## config.mk

```make
export PLATFORM = sky130hd
export DESIGN_NAME = rtc_irq_sqw_update_ctrl
export DESIGN_NICKNAME = d
export VERILOG_FILES = /design/src/rtc_pkg.sv /design/src/rtc_div_if.sv /design/src/rtc_divider.sv /design/src/rtc_irq_sqw_update_ctrl.sv
export VERILOG_INCLUDE_DIRS = /design/src
export SDC_FILE = /design/constraint.sdc
export NUM_CORES = 1
export LEC_CHECK = 0
export BUFFER_PORTS_ARGS = -buffer_cell sky130_fd_sc_hd__buf_2
export CORE_ASPECT_RATIO = 1.25
export CORE_MARGIN = 5
export CORE_UTILIZATION = 54
export CTS_CLUSTER_DIAMETER = 100
export CTS_CLUSTER_SIZE = 8
export DETAILED_ROUTE_END_ITERATION = 16
export PLACE_DENSITY = 0.81
export SYNTH_ARGS = -nofsm -noshare
export SYNTH_HDL_FRONTEND = slang
export SYNTH_HIERARCHICAL = 1
export SYNTH_SLANG_ARGS = --single-unit
```

## constraint.sdc

```tcl
create_clock -name clk_sys -period 3.5 [get_ports clk_sys]
set_input_delay 0.175 -clock clk_sys [delete_from_list [all_inputs] [get_ports clk_sys]]
set_output_delay 0.175 -clock clk_sys [all_outputs]
set_load 0.01 [all_outputs]
```

## src/rtc_cfg.svh

```systemverilog
// constants of the interrupt, divider, square-wave and update-cycle block
// ****************************************************************************
// Contract
// - six interrupt sources, each with its own enable bit
// - a source drives the request only while its enable bit is 1
// - enabling a source whose flag is already set asserts the request at once
// - every event sets its flag regardless of the enable bit
// - reading the primary flags clears periodic, alarm and update-done flags
// - primary flags stay stable during a read; events then are held, not lost
// - extended flags survive reads and clear only by writing 0 to them
// - request stays low while any source has flag and enable both set
// - pending flag reads 1 exactly while an enabled source drives the request
// - divider field 01X runs, 11X holds chain in reset, others stop oscillator
// - square output enabled by enable or fast select; fast select gives 32.768kHz, here only while the divider field is 01X
// - with fast select off, rate code picks one of 13 taps, 0000 none
// - without main supply, fast output only with fast select, aux enable, aux battery
// - rate code also sets periodic interrupt period, 0000 none, own enable
// - an update cycle runs every second whatever the freeze bit holds
// - while frozen the user copy of time holds, the internal copy advances
// - each update compares alarm bytes with time bytes and raises an alarm on a match
// - update pending rises 244us before the transfer, pulsing once per second while not frozen
// - update-done flag is raised after every update cycle
// - update pending is high only between successive periodic flag settings, except with rate codes 0011, 0100 and 0101
// - alarm byte with both top bits 1 is don't-care
// - with square enable and fast select both 0 the square pin is low
// - first update comes 500ms after the running pattern is written in place of the hold pattern or after reset
// - freeze bit rising clears the update interrupt enable
// ****************************************************************************
`ifndef RTC_CFG_SVH
`define RTC_CFG_SVH

// divider control patterns, bit 0 is the bank select and is ignored
`define DIV_RUN_PAT 2'b01
`define DIV_HOLD_PAT 2'b11
`define DIV_CTRL_RESET 3'b010
`define RATE_RESET 4'h0
`define RATE_NONE 4'h0

// divider chain: one tick per crystal edge, wraps once a second
`define OSC_EDGE_HZ 65536
`define CHAIN_W 16
`define CHAIN_HOLD_VAL 16'h8000
`define CHAIN_LAST 16'hffff
`define PRE_UPDATE_US 244
`define PRE_UPDATE_TICKS ((`PRE_UPDATE_US * `OSC_EDGE_HZ + 999999) / 1000000)

// primary control byte layout
`define CB_FREEZE 7
`define CB_PIE 6
`define CB_AIE 5
`define CB_UIE 4
`define CB_SQUARE_OUT_EN 3
`define CTRL_B_RESET 8'h08

// extended control byte layout
`define XC_ABE 7
`define XC_FAST_CLK_OUT_SEL 6
`define XC_WIE 2
`define XC_KSE 1
`define XC_RIE 0
`define EXT_CTRL_RESET 8'h00

// extended flag byte layout
`define XF_WF 2
`define XF_KF 1
`define XF_RF 0

// time limits and alarm don't-care code
`define SEC_MAX 8'h3b
`define MIN_MAX 8'h3b
`define HR_MAX 8'h17
`define DONT_CARE 2'b11

`endif

```

## src/rtc_pkg.sv

```systemverilog
// types shared by the rtc interrupt and timebase modules
package rtc_pkg;
  typedef enum logic {RD_IDLE, RD_ACTIVE} rd_state_t;
  typedef logic [7:0] byte_t;
  typedef logic [3:0] rate_t;
endpackage : rtc_pkg

```

## src/rtc_div_if.sv

```systemverilog
// carrier between the control logic and the divider chain
`timescale 1ns/1ps
interface rtc_div_if;
  logic run;
  logic hold;
  logic [3:0] rate;
  logic [15:0] chain;
  logic tap;
  logic per_event;
  logic sec_event;
  logic pre_update;
  modport ctrl (output run, output hold, output rate, input chain, input tap, input per_event,
    input sec_event, input pre_update);
  modport chain_side (input run, input hold, input rate, output chain, output tap,
    output per_event, output sec_event, output pre_update);
endinterface : rtc_div_if

```

## src/rtc_divider.sv

```systemverilog
// sixteen-stage divider chain with tap select and second/update markers
`timescale 1ns/1ps
`include "rtc_cfg.svh"
module rtc_divider (
  // clock and reset
  input wire logic clk_sys,
  input wire logic rst,
  input wire logic ce,
  // oscillator edge tick
  input wire logic osc_tick,
  // control side
  rtc_div_if.chain_side d
);
  import rtc_pkg::*;

  logic [15:0] chain;
  logic [15:0] next_chain;
  logic tap_prev;

  // tap index per rate code: 1 and 2 reuse the 256/128 Hz taps
  function automatic logic [3:0] tap_index(input rate_t r);
    if (r == 4'h1) begin
      tap_index = 4'h7;
    end else if (r == 4'h2) begin
      tap_index = 4'h8;
    end else begin
      tap_index = r - 4'h1;
    end
  endfunction : tap_index

  assign next_chain = chain + 16'h0001;
  assign d.chain = chain;
  assign d.tap = (d.rate == `RATE_NONE) ? 1'b0 : chain[tap_index(d.rate)];
  // update pending covers the last 244us before the wrap
  assign d.pre_update = d.run && (chain >= (16'(`CHAIN_LAST) - 16'(`PRE_UPDATE_TICKS) + 16'h0001));

  // chain: held mid-way in reset so the first wrap is half a second away
  always_ff @(posedge clk_sys) begin
    if (rst) begin
      chain <= `CHAIN_HOLD_VAL;
    end else if (ce) begin
      if (d.hold) begin
        chain <= `CHAIN_HOLD_VAL;
      end else if (d.run && osc_tick) begin
        chain <= next_chain;
      end
    end
  end

  // periodic and second events, one cycle each
  always_ff @(posedge clk_sys) begin
    if (rst) begin
      tap_prev <= 1'b0;
      d.per_event <= 1'b0;
      d.sec_event <= 1'b0;
    end else if (ce) begin
      tap_prev <= d.tap;
      d.per_event <= d.tap && !tap_prev && d.run;
      d.sec_event <= d.run && osc_tick && (chain == `CHAIN_LAST);
    end
  end
endmodule : rtc_divider

```

## src/rtc_irq_sqw_update_ctrl.sv

```systemverilog
// interrupt aggregation, oscillator control, square wave and update cycle
`timescale 1ns/1ps
`include "rtc_cfg.svh"
module rtc_irq_sqw_update_ctrl (
  // clock, reset, enable
  input wire logic clk_sys,
  input wire logic rst,
  input wire logic ce,
  // oscillator edge tick, one per crystal edge
  input wire logic osc_tick,
  // supplies
  input wire logic main_power_ok,
  input wire logic aux_battery_in,
  // host control writes
  input wire logic reg_a_wr,
  input wire rtc_pkg::byte_t reg_a_wdata,
  input wire logic reg_b_wr,
  input wire rtc_pkg::byte_t reg_b_wdata,
  input wire logic ext_ctrl_wr,
  input wire rtc_pkg::byte_t ext_ctrl_wdata,
  input wire logic ext_flag_wr,
  input wire rtc_pkg::byte_t ext_flag_wdata,
  // primary flag read cycle, high for the whole read
  input wire logic flag_rd,
  // external event pulses
  input wire logic wake_event,
  input wire logic kick_event,
  input wire logic ram_clear_event,
  // time load and alarm settings
  input wire logic time_load,
  input wire rtc_pkg::byte_t time_in_sec,
  input wire rtc_pkg::byte_t time_in_min,
  input wire rtc_pkg::byte_t time_in_hr,
  input wire rtc_pkg::byte_t alarm_sec,
  input wire rtc_pkg::byte_t alarm_min,
  input wire rtc_pkg::byte_t alarm_hr,
  // register readback
  output rtc_pkg::byte_t reg_a_rd,
  output rtc_pkg::byte_t reg_b_rd,
  output rtc_pkg::byte_t primary_flag_rd,
  output rtc_pkg::byte_t ext_ctrl_rd,
  output rtc_pkg::byte_t ext_flag_rd,
  // user copy of time
  output rtc_pkg::byte_t time_sec,
  output rtc_pkg::byte_t time_min,
  output rtc_pkg::byte_t time_hr,
  // pins
  output logic irq_n_out,
  output logic irq_n_oe,
  output logic square_out_pin
);
  import rtc_pkg::*;

  // ****************************************************************************
  // state
  // ****************************************************************************
  rtc_div_if div ();

  logic [2:0] divider_ctrl;
  rate_t rate_select;
  logic freeze;
  logic periodic_int_en;
  logic alarm_int_en;
  logic update_int_en;
  logic square_out_en;
  logic aux_batt_enable;
  logic fast_clk_out_sel;
  logic wake_int_en;
  logic kick_int_en;
  logic ram_clear_int_en;
  logic periodic_flag;
  logic alarm_flag;
  logic update_done_flag;
  logic [2:0] held_flags;
  logic wake_flag;
  logic kick_flag;
  logic ram_clear_flag;
  logic int_pending_flag;
  logic update_pending;
  rd_state_t rd_state;
  byte_t int_sec;
  byte_t int_min;
  byte_t int_hr;
  byte_t next_sec;
  byte_t next_min;
  byte_t next_hr;
  logic alarm_event;
  logic next_pending;
  logic next_periodic_en;
  logic next_alarm_en;
  logic next_update_en;
  logic next_wake_en;
  logic next_kick_en;
  logic next_ram_en;
  logic next_square;

  // alarm byte matches its time byte or holds the don't-care code
  function automatic logic byte_match(input byte_t alarm, input byte_t tm);
    byte_match = (alarm[7:6] == `DONT_CARE) || (alarm == tm);
  endfunction : byte_match

  // ****************************************************************************
  // divider chain
  // ****************************************************************************
  // only 01X runs; 11X keeps the oscillator going with the chain in reset
  assign div.run = (divider_ctrl[2:1] == `DIV_RUN_PAT);
  assign div.hold = (divider_ctrl[2:1] == `DIV_HOLD_PAT);
  assign div.rate = rate_select;

  rtc_divider u_divider (
    .clk_sys(clk_sys),
    .rst(rst),
    .ce(ce),
    .osc_tick(osc_tick),
    .d(div.chain_side)
  );

  // ****************************************************************************
  // control registers
  // ****************************************************************************
  // rate and divider field; bit 0 of the divider field only selects the bank
  always_ff @(posedge clk_sys) begin
    if (rst) begin
      divider_ctrl <= `DIV_CTRL_RESET;
      rate_select <= `RATE_RESET;
    end else if (ce && reg_a_wr) begin
      divider_ctrl <= reg_a_wdata[6:4];
      rate_select <= reg_a_wdata[3:0];
    end
  end

  // primary control; freeze rising also knocks out the update interrupt enable
  always_ff @(posedge clk_sys) begin
    if (rst) begin
      freeze <= 1'(`CTRL_B_RESET >> `CB_FREEZE);
      periodic_int_en <= 1'b0;
      alarm_int_en <= 1'b0;
      update_int_en <= 1'b0;
      square_out_en <= 1'b1;
    end else if (ce && reg_b_wr) begin
      freeze <= reg_b_wdata[`CB_FREEZE];
      periodic_int_en <= reg_b_wdata[`CB_PIE];
      alarm_int_en <= reg_b_wdata[`CB_AIE];
      update_int_en <= next_update_en;
      square_out_en <= reg_b_wdata[`CB_SQUARE_OUT_EN];
    end
  end

  assign next_update_en = reg_b_wdata[`CB_UIE] && !(reg_b_wdata[`CB_FREEZE] && !freeze);

  // extended control: aux battery, fast output select and three enables
  always_ff @(posedge clk_sys) begin
    if (rst) begin
      aux_batt_enable <= 1'b0;
      fast_clk_out_sel <= 1'b0;
      wake_int_en <= 1'b0;
      kick_int_en <= 1'b0;
      ram_clear_int_en <= 1'b0;
    end else if (ce && ext_ctrl_wr) begin
      aux_batt_enable <= ext_ctrl_wdata[`XC_ABE];
      fast_clk_out_sel <= ext_ctrl_wdata[`XC_FAST_CLK_OUT_SEL];
      wake_int_en <= ext_ctrl_wdata[`XC_WIE];
      kick_int_en <= ext_ctrl_wdata[`XC_KSE];
      ram_clear_int_en <= ext_ctrl_wdata[`XC_RIE];
    end
  end

  // ****************************************************************************
  // time keeping and update cycle
  // ****************************************************************************
  // internal copy advances each second; wraps are plain binary counts
  always_comb begin
    next_sec = int_sec;
    next_min = int_min;
    next_hr = int_hr;
    if (int_sec >= `SEC_MAX) begin
      next_sec = 8'h00;
      if (int_min >= `MIN_MAX) begin
        next_min = 8'h00;
        next_hr = (int_hr >= `HR_MAX) ? 8'h00 : int_hr + 8'h01;
      end else begin
        next_min = int_min + 8'h01;
      end
    end else begin
      next_sec = int_sec + 8'h01;
    end
  end

  // alarm is judged against the time that the update produces
  assign alarm_event = div.sec_event && byte_match(alarm_sec, next_sec) && byte_match(alarm_min, next_min)
    && byte_match(alarm_hr, next_hr);

  // internal copy advances on every update, frozen or not; user copy only advances while not frozen
  always_ff @(posedge clk_sys) begin
    if (rst) begin
      int_sec <= 8'h00;
      int_min <= 8'h00;
      int_hr <= 8'h00;
      time_sec <= 8'h00;
      time_min <= 8'h00;
      time_hr <= 8'h00;
    end else if (ce) begin
      if (time_load) begin
        int_sec <= time_in_sec;
        int_min <= time_in_min;
        int_hr <= time_in_hr;
        time_sec <= time_in_sec;
        time_min <= time_in_min;
        time_hr <= time_in_hr;
      end else if (div.sec_event) begin
        int_sec <= next_sec;
        int_min <= next_min;
        int_hr <= next_hr;
        if (!freeze) begin
          time_sec <= next_sec;
          time_min <= next_min;
          time_hr <= next_hr;
        end
      end
    end
  end

  // update pending: pre-update window of the chain, cleared while frozen;
  // it lies inside one periodic interval for rate codes other than 0011, 0100 and 0101, as both come off the same chain
  always_ff @(posedge clk_sys) begin
    if (rst) begin
      update_pending <= 1'b0;
    end else if (ce) begin
      update_pending <= div.pre_update && !freeze;
    end
  end

  // ****************************************************************************
  // primary flags with double latching across a read
  // ****************************************************************************
  // at read start the readback freezes and the flags clear; events during the
  // read collect in held_flags and land only when the read ends
  always_ff @(posedge clk_sys) begin
    if (rst) begin
      rd_state <= RD_IDLE;
      periodic_flag <= 1'b0;
      alarm_flag <= 1'b0;
      update_done_flag <= 1'b0;
      held_flags <= 3'h0;
    end else if (ce) begin
      case (rd_state)
        RD_IDLE: begin
          if (flag_rd) begin
            rd_state <= RD_ACTIVE;
            periodic_flag <= 1'b0;
            alarm_flag <= 1'b0;
            update_done_flag <= 1'b0;
            held_flags <= {div.per_event, alarm_event, div.sec_event};
          end else begin
            periodic_flag <= periodic_flag | div.per_event;
            alarm_flag <= alarm_flag | alarm_event;
            update_done_flag <= update_done_flag | div.sec_event;
          end
        end
        RD_ACTIVE: begin
          if (flag_rd) begin
            held_flags <= held_flags | {div.per_event, alarm_event, div.sec_event};
          end else begin
            rd_state <= RD_IDLE;
            periodic_flag <= held_flags[2] | div.per_event;
            alarm_flag <= held_flags[1] | alarm_event;
            update_done_flag <= held_flags[0] | div.sec_event;
            held_flags <= 3'h0;
          end
        end
        default: begin
          rd_state <= RD_IDLE;
        end
      endcase
    end
  end

  // ****************************************************************************
  // extended flags
  // ****************************************************************************
  // reads leave these alone; a written 0 clears, a same-cycle event wins
  always_ff @(posedge clk_sys) begin
    if (rst) begin
      wake_flag <= 1'b0;
      kick_flag <= 1'b0;
      ram_clear_flag <= 1'b0;
    end else if (ce) begin
      wake_flag <= wake_event | (wake_flag & !(ext_flag_wr && !ext_flag_wdata[`XF_WF]));
      kick_flag <= kick_event | (kick_flag & !(ext_flag_wr && !ext_flag_wdata[`XF_KF]));
      ram_clear_flag <= ram_clear_event | (ram_clear_flag & !(ext_flag_wr && !ext_flag_wdata[`XF_RF]));
    end
  end

  // ****************************************************************************
  // interrupt request
  // ****************************************************************************
  // enables are looked at in their next value so a write that enables a
  // source with a stale flag pulls the pin the very next edge
  assign next_periodic_en = (reg_b_wr) ? reg_b_wdata[`CB_PIE] : periodic_int_en;
  assign next_alarm_en = (reg_b_wr) ? reg_b_wdata[`CB_AIE] : alarm_int_en;
  assign next_wake_en = (ext_ctrl_wr) ? ext_ctrl_wdata[`XC_WIE] : wake_int_en;
  assign next_kick_en = (ext_ctrl_wr) ? ext_ctrl_wdata[`XC_KSE] : kick_int_en;
  assign next_ram_en = (ext_ctrl_wr) ? ext_ctrl_wdata[`XC_RIE] : ram_clear_int_en;
  assign next_pending = (periodic_flag && next_periodic_en) || (alarm_flag && next_alarm_en)
    || (update_done_flag && (reg_b_wr ? next_update_en : update_int_en))
    || (wake_flag && next_wake_en) || (kick_flag && next_kick_en)
    || (ram_clear_flag && next_ram_en);

  // pin enable and pending flag share one next value
  always_ff @(posedge clk_sys) begin
    if (rst) begin
      int_pending_flag <= 1'b0;
      irq_n_oe <= 1'b0;
      irq_n_out <= 1'b0;
    end else if (ce) begin
      int_pending_flag <= next_pending;
      irq_n_oe <= next_pending;
      irq_n_out <= 1'b0; // open drain: only ever drives low
    end
  end

  // ****************************************************************************
  // square wave
  // ****************************************************************************
  // without main supply only the fast clock survives, on aux battery
  always_comb begin
    if (!main_power_ok) begin
      next_square = fast_clk_out_sel && aux_batt_enable && aux_battery_in && div.chain[0];
    end else if (fast_clk_out_sel) begin
      next_square = div.chain[0];
    end else if (square_out_en) begin
      next_square = div.tap;
    end else begin
      next_square = 1'b0;
    end
  end

  always_ff @(posedge clk_sys) begin
    if (rst) begin
      square_out_pin <= 1'b0;
    end else if (ce) begin
      square_out_pin <= next_square;
    end
  end

  // ****************************************************************************
  // readback
  // ****************************************************************************
  // flag readback tracks while idle, freezes during a read
  always_ff @(posedge clk_sys) begin
    if (rst) begin
      reg_a_rd <= 8'h00;
      reg_b_rd <= 8'h00;
      primary_flag_rd <= 8'h00;
      ext_ctrl_rd <= 8'h00;
      ext_flag_rd <= 8'h00;
    end else if (ce) begin
      reg_a_rd <= {update_pending, divider_ctrl, rate_select};
      reg_b_rd <= {freeze, periodic_int_en, alarm_int_en, update_int_en, square_out_en, 3'h0};
      ext_ctrl_rd <= {aux_batt_enable, fast_clk_out_sel, 3'h0, wake_int_en, kick_int_en, ram_clear_int_en};
      ext_flag_rd <= {5'h00, wake_flag, kick_flag, ram_clear_flag};
      if (rd_state == RD_IDLE && !flag_rd) begin
        primary_flag_rd <= {int_pending_flag, periodic_flag, alarm_flag, update_done_flag, 4'h0};
      end
    end
  end

endmodule : rtc_irq_sqw_update_ctrl

```

# --- Word-level counts from Yosys, hierarchy flattened ---
# Cells that the tools add are included.
word_totals:
  ramBits: 0
  output_inout_bits: 67
  mem_count: 0
  reg_bits: 122
  in_bits: 95
  latch_bits: 0
  rom_bits: 0
classes:
  n_lt_le_gt_ge: 5
  multipliers: 0
  div: 0
  bitwise_logic: 14
  n_reduce_logical: 54
  shift: 0
  eq_ne: 14
  muxes: 50
  addsub: 5
op_table:
  columns: ["op", "n"]
  rows:
  - ["$mux W8", 21]
  - ["$mux W16", 2]
  - ["$logic_and A1 B1 Y1", 27]
  - ["$add A8 B1 Y8 const B", 3]
  - ["$eq A8 B8 Y1", 3]
  - ["$mux W1", 18]
  - ["$add A16 B1 Y16 const B", 1]
  - ["$eq A16 B16 Y1 const B", 1]
  - ["$ge A16 B16 Y1 const B", 1]
  - ["$ge A8 B6 Y1 const B", 2]
  - ["$logic_not A1 Y1", 10]
  - ["$reduce_and A2 Y1", 5]
  - ["$or A1 B1 Y1", 9]
  - ["$eq A2 B2 Y1 const B", 4]
  - ["$ge A8 B5 Y1 const B", 1]
  - ["$logic_or A1 B1 Y1", 8]
  - ["$mux W4", 2]
  - ["$mux W3", 2]
  - ["$ne A2 B2 Y1 const B", 3]
  - ["$pmux W1 S2", 3]
  - ["$pmux W3 S2", 1]
  - ["$lt A4 B5 Y1 const B", 1]
  - ["$bmux W1 S4", 1]
  - ["$eq A4 B1 Y1 const B", 1]
  - ["9 further kinds", 12]

# --- Depth between registers and ports, before layout ---
depth:
  ltp_word: 10
  mapped_depth: 12
  depth_no_buf: 12

# --- Cells and area by module ---
# The synthesis kept the hierarchy.
modules_own_cells:
  columns: ["module", "area_per_inst_um2", "seq_area_each_um2", "cells_each", "n_inst"]
  rows:
  - ["rtc_irq_sqw_update_ctrl", 5266.3, 2062.0, 634, 1]
  - ["rtc_divider", 1236.2, 380.4, 155, 1]

# --- Least setup slack after synthesis ---
# No wires, ideal clock.
synth_path:
  path_kind: "register -> register"
  startpoint: "register int_sec[0]"
  endpoint: "register alarm_flag"
  setup_ns: 0.088
  t_required_ns: 3.412
  t_arrival_ns: 2.411
  stages_incl_launch_ff: 10
  setup_slack_ns: 1.001
  synth_period_minus_slack_ns: 2.499
  path_buffers: 0
  path_cell_list: "dfxtp_1 > ha_1 > o2111a_2 > o22ai_2 > mux2_2 > a32oi_1 > o2111ai_2 > o311ai_2 > nand4_1 > a311oi_2"
synth_between:
  elab_chain_len: 10
  word_cells_on_any_way: 19
  classes_between: "add/sub: 1; order compare: 1; eq/ne: 3; mux: 6; bitwise: 2; reduce/logical: 6"
synth_rtl:
  columns: ["element", "line", "text"]
  rows:
  - ["start, declared", "rtc_irq_sqw_update_ctrl.sv:81", "byte_t int_sec;"]
  - ["start signal, assigned", "rtc_irq_sqw_update_ctrl.sv:204", "int_sec <= time_in_sec;"]
  - ["start signal, assigned", "rtc_irq_sqw_update_ctrl.sv:211", "int_sec <= next_sec;"]
  - ["$add A8 B1 Y8 or $ge A8 B6 Y1 (tied branches)", null, null]
  - ["$mux W8", "rtc_irq_sqw_update_ctrl.sv:176", "if (int_sec >= `SEC_MAX) begin"]
  - ["$eq A8 B8 Y1", "rtc_irq_sqw_update_ctrl.sv:99", "byte_match = (alarm[7:6] == `DONT_CARE) || (alarm == tm);"]
  - ["$logic_or A1 B1 Y1", "rtc_irq_sqw_update_ctrl.sv:99", null]
  - ["$logic_and A1 B1 Y1 (2 in series)", "rtc_irq_sqw_update_ctrl.sv:190", "assign alarm_event = div.sec_event && byte_match(alarm_sec, next_sec) && byte_match(alarm_min, next_min)"]
  - ["$logic_and A1 B1 Y1 (*)", "rtc_irq_sqw_update_ctrl.sv:191", "&& byte_match(alarm_hr, next_hr);"]
  - ["$or A1 B1 Y1 (on tied branches)", "rtc_irq_sqw_update_ctrl.sv:266, rtc_irq_sqw_update_ctrl.sv:256", null]
  - ["$mux W1 (on tied branches)", "rtc_irq_sqw_update_ctrl.sv:261, rtc_irq_sqw_update_ctrl.sv:248", null]
  - ["$pmux W1 S2 (*)", "rtc_irq_sqw_update_ctrl.sv:246", "case (rd_state)"]
  - ["end signal, assigned", "rtc_irq_sqw_update_ctrl.sv:256", "alarm_flag <= alarm_flag | alarm_event;"]
  - ["end signal, assigned", "rtc_irq_sqw_update_ctrl.sv:266", "alarm_flag <= held_flags[1] | alarm_event;"]
  - ["end, declared", "rtc_irq_sqw_update_ctrl.sv:72", "logic alarm_flag;"]
# Every way passes the cells marked *; elsewhere a longest branch is shown, timed or not. The select of a mux whose other input is x is not followed.
# A chain may end at the register's enable or synchronous reset.

# --- Final worst setup path ---
# Ends and elaborated chain as after synthesis.

==> results.py <==
metrics = {
    "run_status": {
        "status": "completed",
    },
    "sta": {
        "fin_crit_ps": 3040,
        "slew_headroom_pct": 34.8,
        "fin_ws_ps": 461,
        "fin_crit_sh_pct": 86.8,
        "worst_pin_slew_ps": 978,
        "final.setup.tns_ps": 0,
        "hold_viol_final": 0,
        "setup_viol": 0,
        "max_freq_ghz": 0.329,
        "rsz0062_at_grt": "no",
        "fin_worst_skew_ps": 6.87,
        "slew_viol_final": 0,
    },
    "floorplan": {
        "num_rows": 44,
        "io_pins": 162,
        "die-area_sq_um": 14300,
        "die_x_microns": 108,
        "coreArea_sq_um": 11700,
        "fp.dieH_microns": 133,
        "start_util_pct": 55.5,
    },
    "yosys": {
        "yosysTopAreaCellShare_pct": 37.6,
        "synth_area_sq_um": 6500,
        "synth_edf_count": 0,
        "ys_seq_area_share_pct": 37.6,
        "post-synth-top-area-cell": "dfxtp_1",
        "synth_warnings": 6,
        "syn_inst": 789,
        "synthFlopType": "dfxtp_1",
        "synth_cell_types": 84,
        "avgSynthCellArea_sq_um": 8.24,
        "ys_top_cells_by_area": "dfxtp_1, nor2_1, a21oi_1",
        "async_reset_ff_share_pct": 0,
        "synth-seq-cells": 122,
    },
    "place": {
        "place.port_buffers": 133,
        "dp_slack_ps": 505,
        "dp_hpwl_mm": 12.2,
        "routabilityCongestion": 0.880,
    },
    "critical_path": {
        "endpoint_kind": "register",
        "critPathLaunchType": "register",
        "critical_path_class": "reg -> reg",
        "crit_path_max_fanout": 9,
        "crit_arrival_ps": 3360,
        "critPathRequiredTime_ps": 3830,
        "startpoint": "int_sec[0]$_SDFFE_PP0P_",
        "rr_startpoint": "int_sec[0]$_SDFFE_PP0P_",
    },
    "drt": {
        "via_per_inst": 5.68,
        "drtIter0Drc": 342,
        "drt_pass1_iterations": 7,
        "drc": 0,
        "ant_nets": 0,
        "routed_wl_mm": 16.9,
        "wl_per_cell_microns": 15.6,
        "dr_total_vias": 6133,
    },
    "clock_tree": {
        "cts_resized": 0,
        "cts_sinks": 122,
        "post_cts_buffers": 0,
        "cts.clk_slew.worst_paths_ps": 60,
        "cts-buffers-inserted": 17,
        "cts.htree.levels": 4,
        "clock_path_buffers": 2,
        "insertion_delay_ps": 410,
        "cts_tree": "built",
        "root_buffer": "clkbuf_16",
    },
    "grt": {
        "grt_use_met1_pct": 26.8,
        "gr-usage-all-layers_pct": 23.4,
        "grt_pass1_wl_mm": 27.4,
        "grt_pass1_vias": 5762,
        "grtUsageMet2_pct": 41.3,
        "grt_max_degree": 71,
        "grtUsageMet3_pct": 6.09,
        "grt-busiest-layer": "met2",
        "grt_overflow": 0,
        "antenna_found_initial": 0,
    },
    "power": {
        "peakVddDrop_uv": 368,
        "leakage_nw": 3.22,
        "power_density_nw_per_um2": 485,
    },
    "cells_and_area": {
        "ff_latch_area_sq_um": 2440,
        "n_antenna_cell": 0,
        "nFillCells": 1010,
        "area_growth_syn_to_layout_pct": 19.5,
        "drive_gt1_share_pct": 22.1,
        "fin_nets": 1007,
        "multiInputGateArea_sq_um": 3710,
        "layout_common_cells": "buf_2, dfxtp_1, nor2_1",
        "final_common_cell": "buf_2",
    },
    "flow_run": {
        "cap_violations": 0,
    },
    "worst_hold_path": {
        "min_from": "wake_event",
        "min_path_type": "in -> reg",
    },
}
path summary, 6_finish.rpt:
check                             end  slack, ps  cells past startpoint
max           alarm_flag$_SDFFE_PP0P_        460                     10
min reg2reg  time_sec[7]$_SDFFE_PP0P_        450                      2
max reg2reg   alarm_flag$_SDFFE_PP0P_        460                     10
min            wake_flag$_SDFFE_PP0P_         10                      3
metal layers:
metal	up-vias	part of all wire, %
met5	-	0
met4	0	2.0
met3	34	6.7
met2	192	51
met1	2848	40
li1	3059	-
synthesized netlist by cell type, drive strengths merged, types with 3 or more instances:
| cell | n |
|---|---|
| dfxtp | 122 |
| nor2 | 104 |
| nand2 | 79 |
| a21oi | 70 |
| nand3 | 49 |
| o21ai | 38 |
| buf | 31 |
| clkbuf | 30 |
| mux2i | 29 |
| a211oi | 27 |
| nand4 | 15 |
| xnor2 | 15 |
| inv | 14 |
| and3 | 12 |
| xor2 | 11 |
| mux2 | 8 |
| nor3 | 8 |
| and2 | 7 |
| ha | 7 |
| o211ai | 7 |
| or3 | 7 |
| a22oi | 6 |
| nor2b | 6 |
| nor3b | 6 |
| o21a | 5 |
| a21boi | 4 |
| nand2b | 4 |
| o2111ai | 4 |
| o31ai | 4 |
| or2 | 4 |
| a221oi | 3 |
| a31oi | 3 |
| a32oi | 3 |
| o41ai | 3 |
critical path: stages, from the launching register on:
cell and delay [ps]:
dfxtp_1 390, ha_1 260, o2111a_2 240, o22ai_2 170, buf_4 220, or4_4 530, a21boi_2 170, o221ai_2 130
o31ai_1 360, nand4_1 230, a311oi_2 270
layout make-up:
type	instances	area share, %
Multi-Input combinational cell	607	47.8
Tap cell	161	2.59
Clock inverter	13	2.16
Inverter	14	0.676
Sequential cell	122	31.4
Clock buffer	19	5.70
Timing Repair Buffer	143	9.66
flip-flops by register name (all words and copies together), names as in the netlist, 3 cells and up:
register,count
u_divider/d.chain,16
int_hr,8
int_min,8
int_sec,8
reg_a_rd,8
time_hr,8
time_min,8
time_sec,8
ext_ctrl_rd,5
reg_b_rd,5
div.rate,4
primary_flag_rd,4
divider_ctrl,3
ext_flag_rd,3
held_flags,3
metrics by stage:
step | hold slack, ps | power, W | area [sq um] | utilization, % | std cells
2_1_floorplan | 244 | 0.00186 | 6560 | - | 804
3_3_place_gp | 430 | 0.00199 | 7130 | 60.8 | 1044
3_5_place_dp | 433 | 0.00199 | 7130 | 60.8 | 1044
4_1_cts | 1.18 | 0.00379 | 7770 | 66.3 | 1079
5_1_grt | 13.6 | 0.00391 | 7770 | 66.3 | 1079
6_report | 13.8 | 0.00377 | 7770 | 66.3 | 1079
kinds of logic after synthesis:
group,synth area share [%]
xor+xnor,3.87
flops,37.6
compound gates,22.3
mux,5.85
fa+ha+maj,1.35
simple gates,22.8
other cells,0.0577
buf+inv,6.20
where the power goes:
group | internal, W | switching [W]
clock | 0.00114 | 0.000648
combinational | 0.000195 | 0.000275
sequential | 0.00145 | 0.0000585
total | 0.00279 | 0.000981
repair_timing:
action                                  in CTS  in global routing
hold buffers                                 3                  0
endpoints found under the setup margin       0                  0
endpoints found under the hold margin        3                  0
Power figures use the tool's default switching activity.
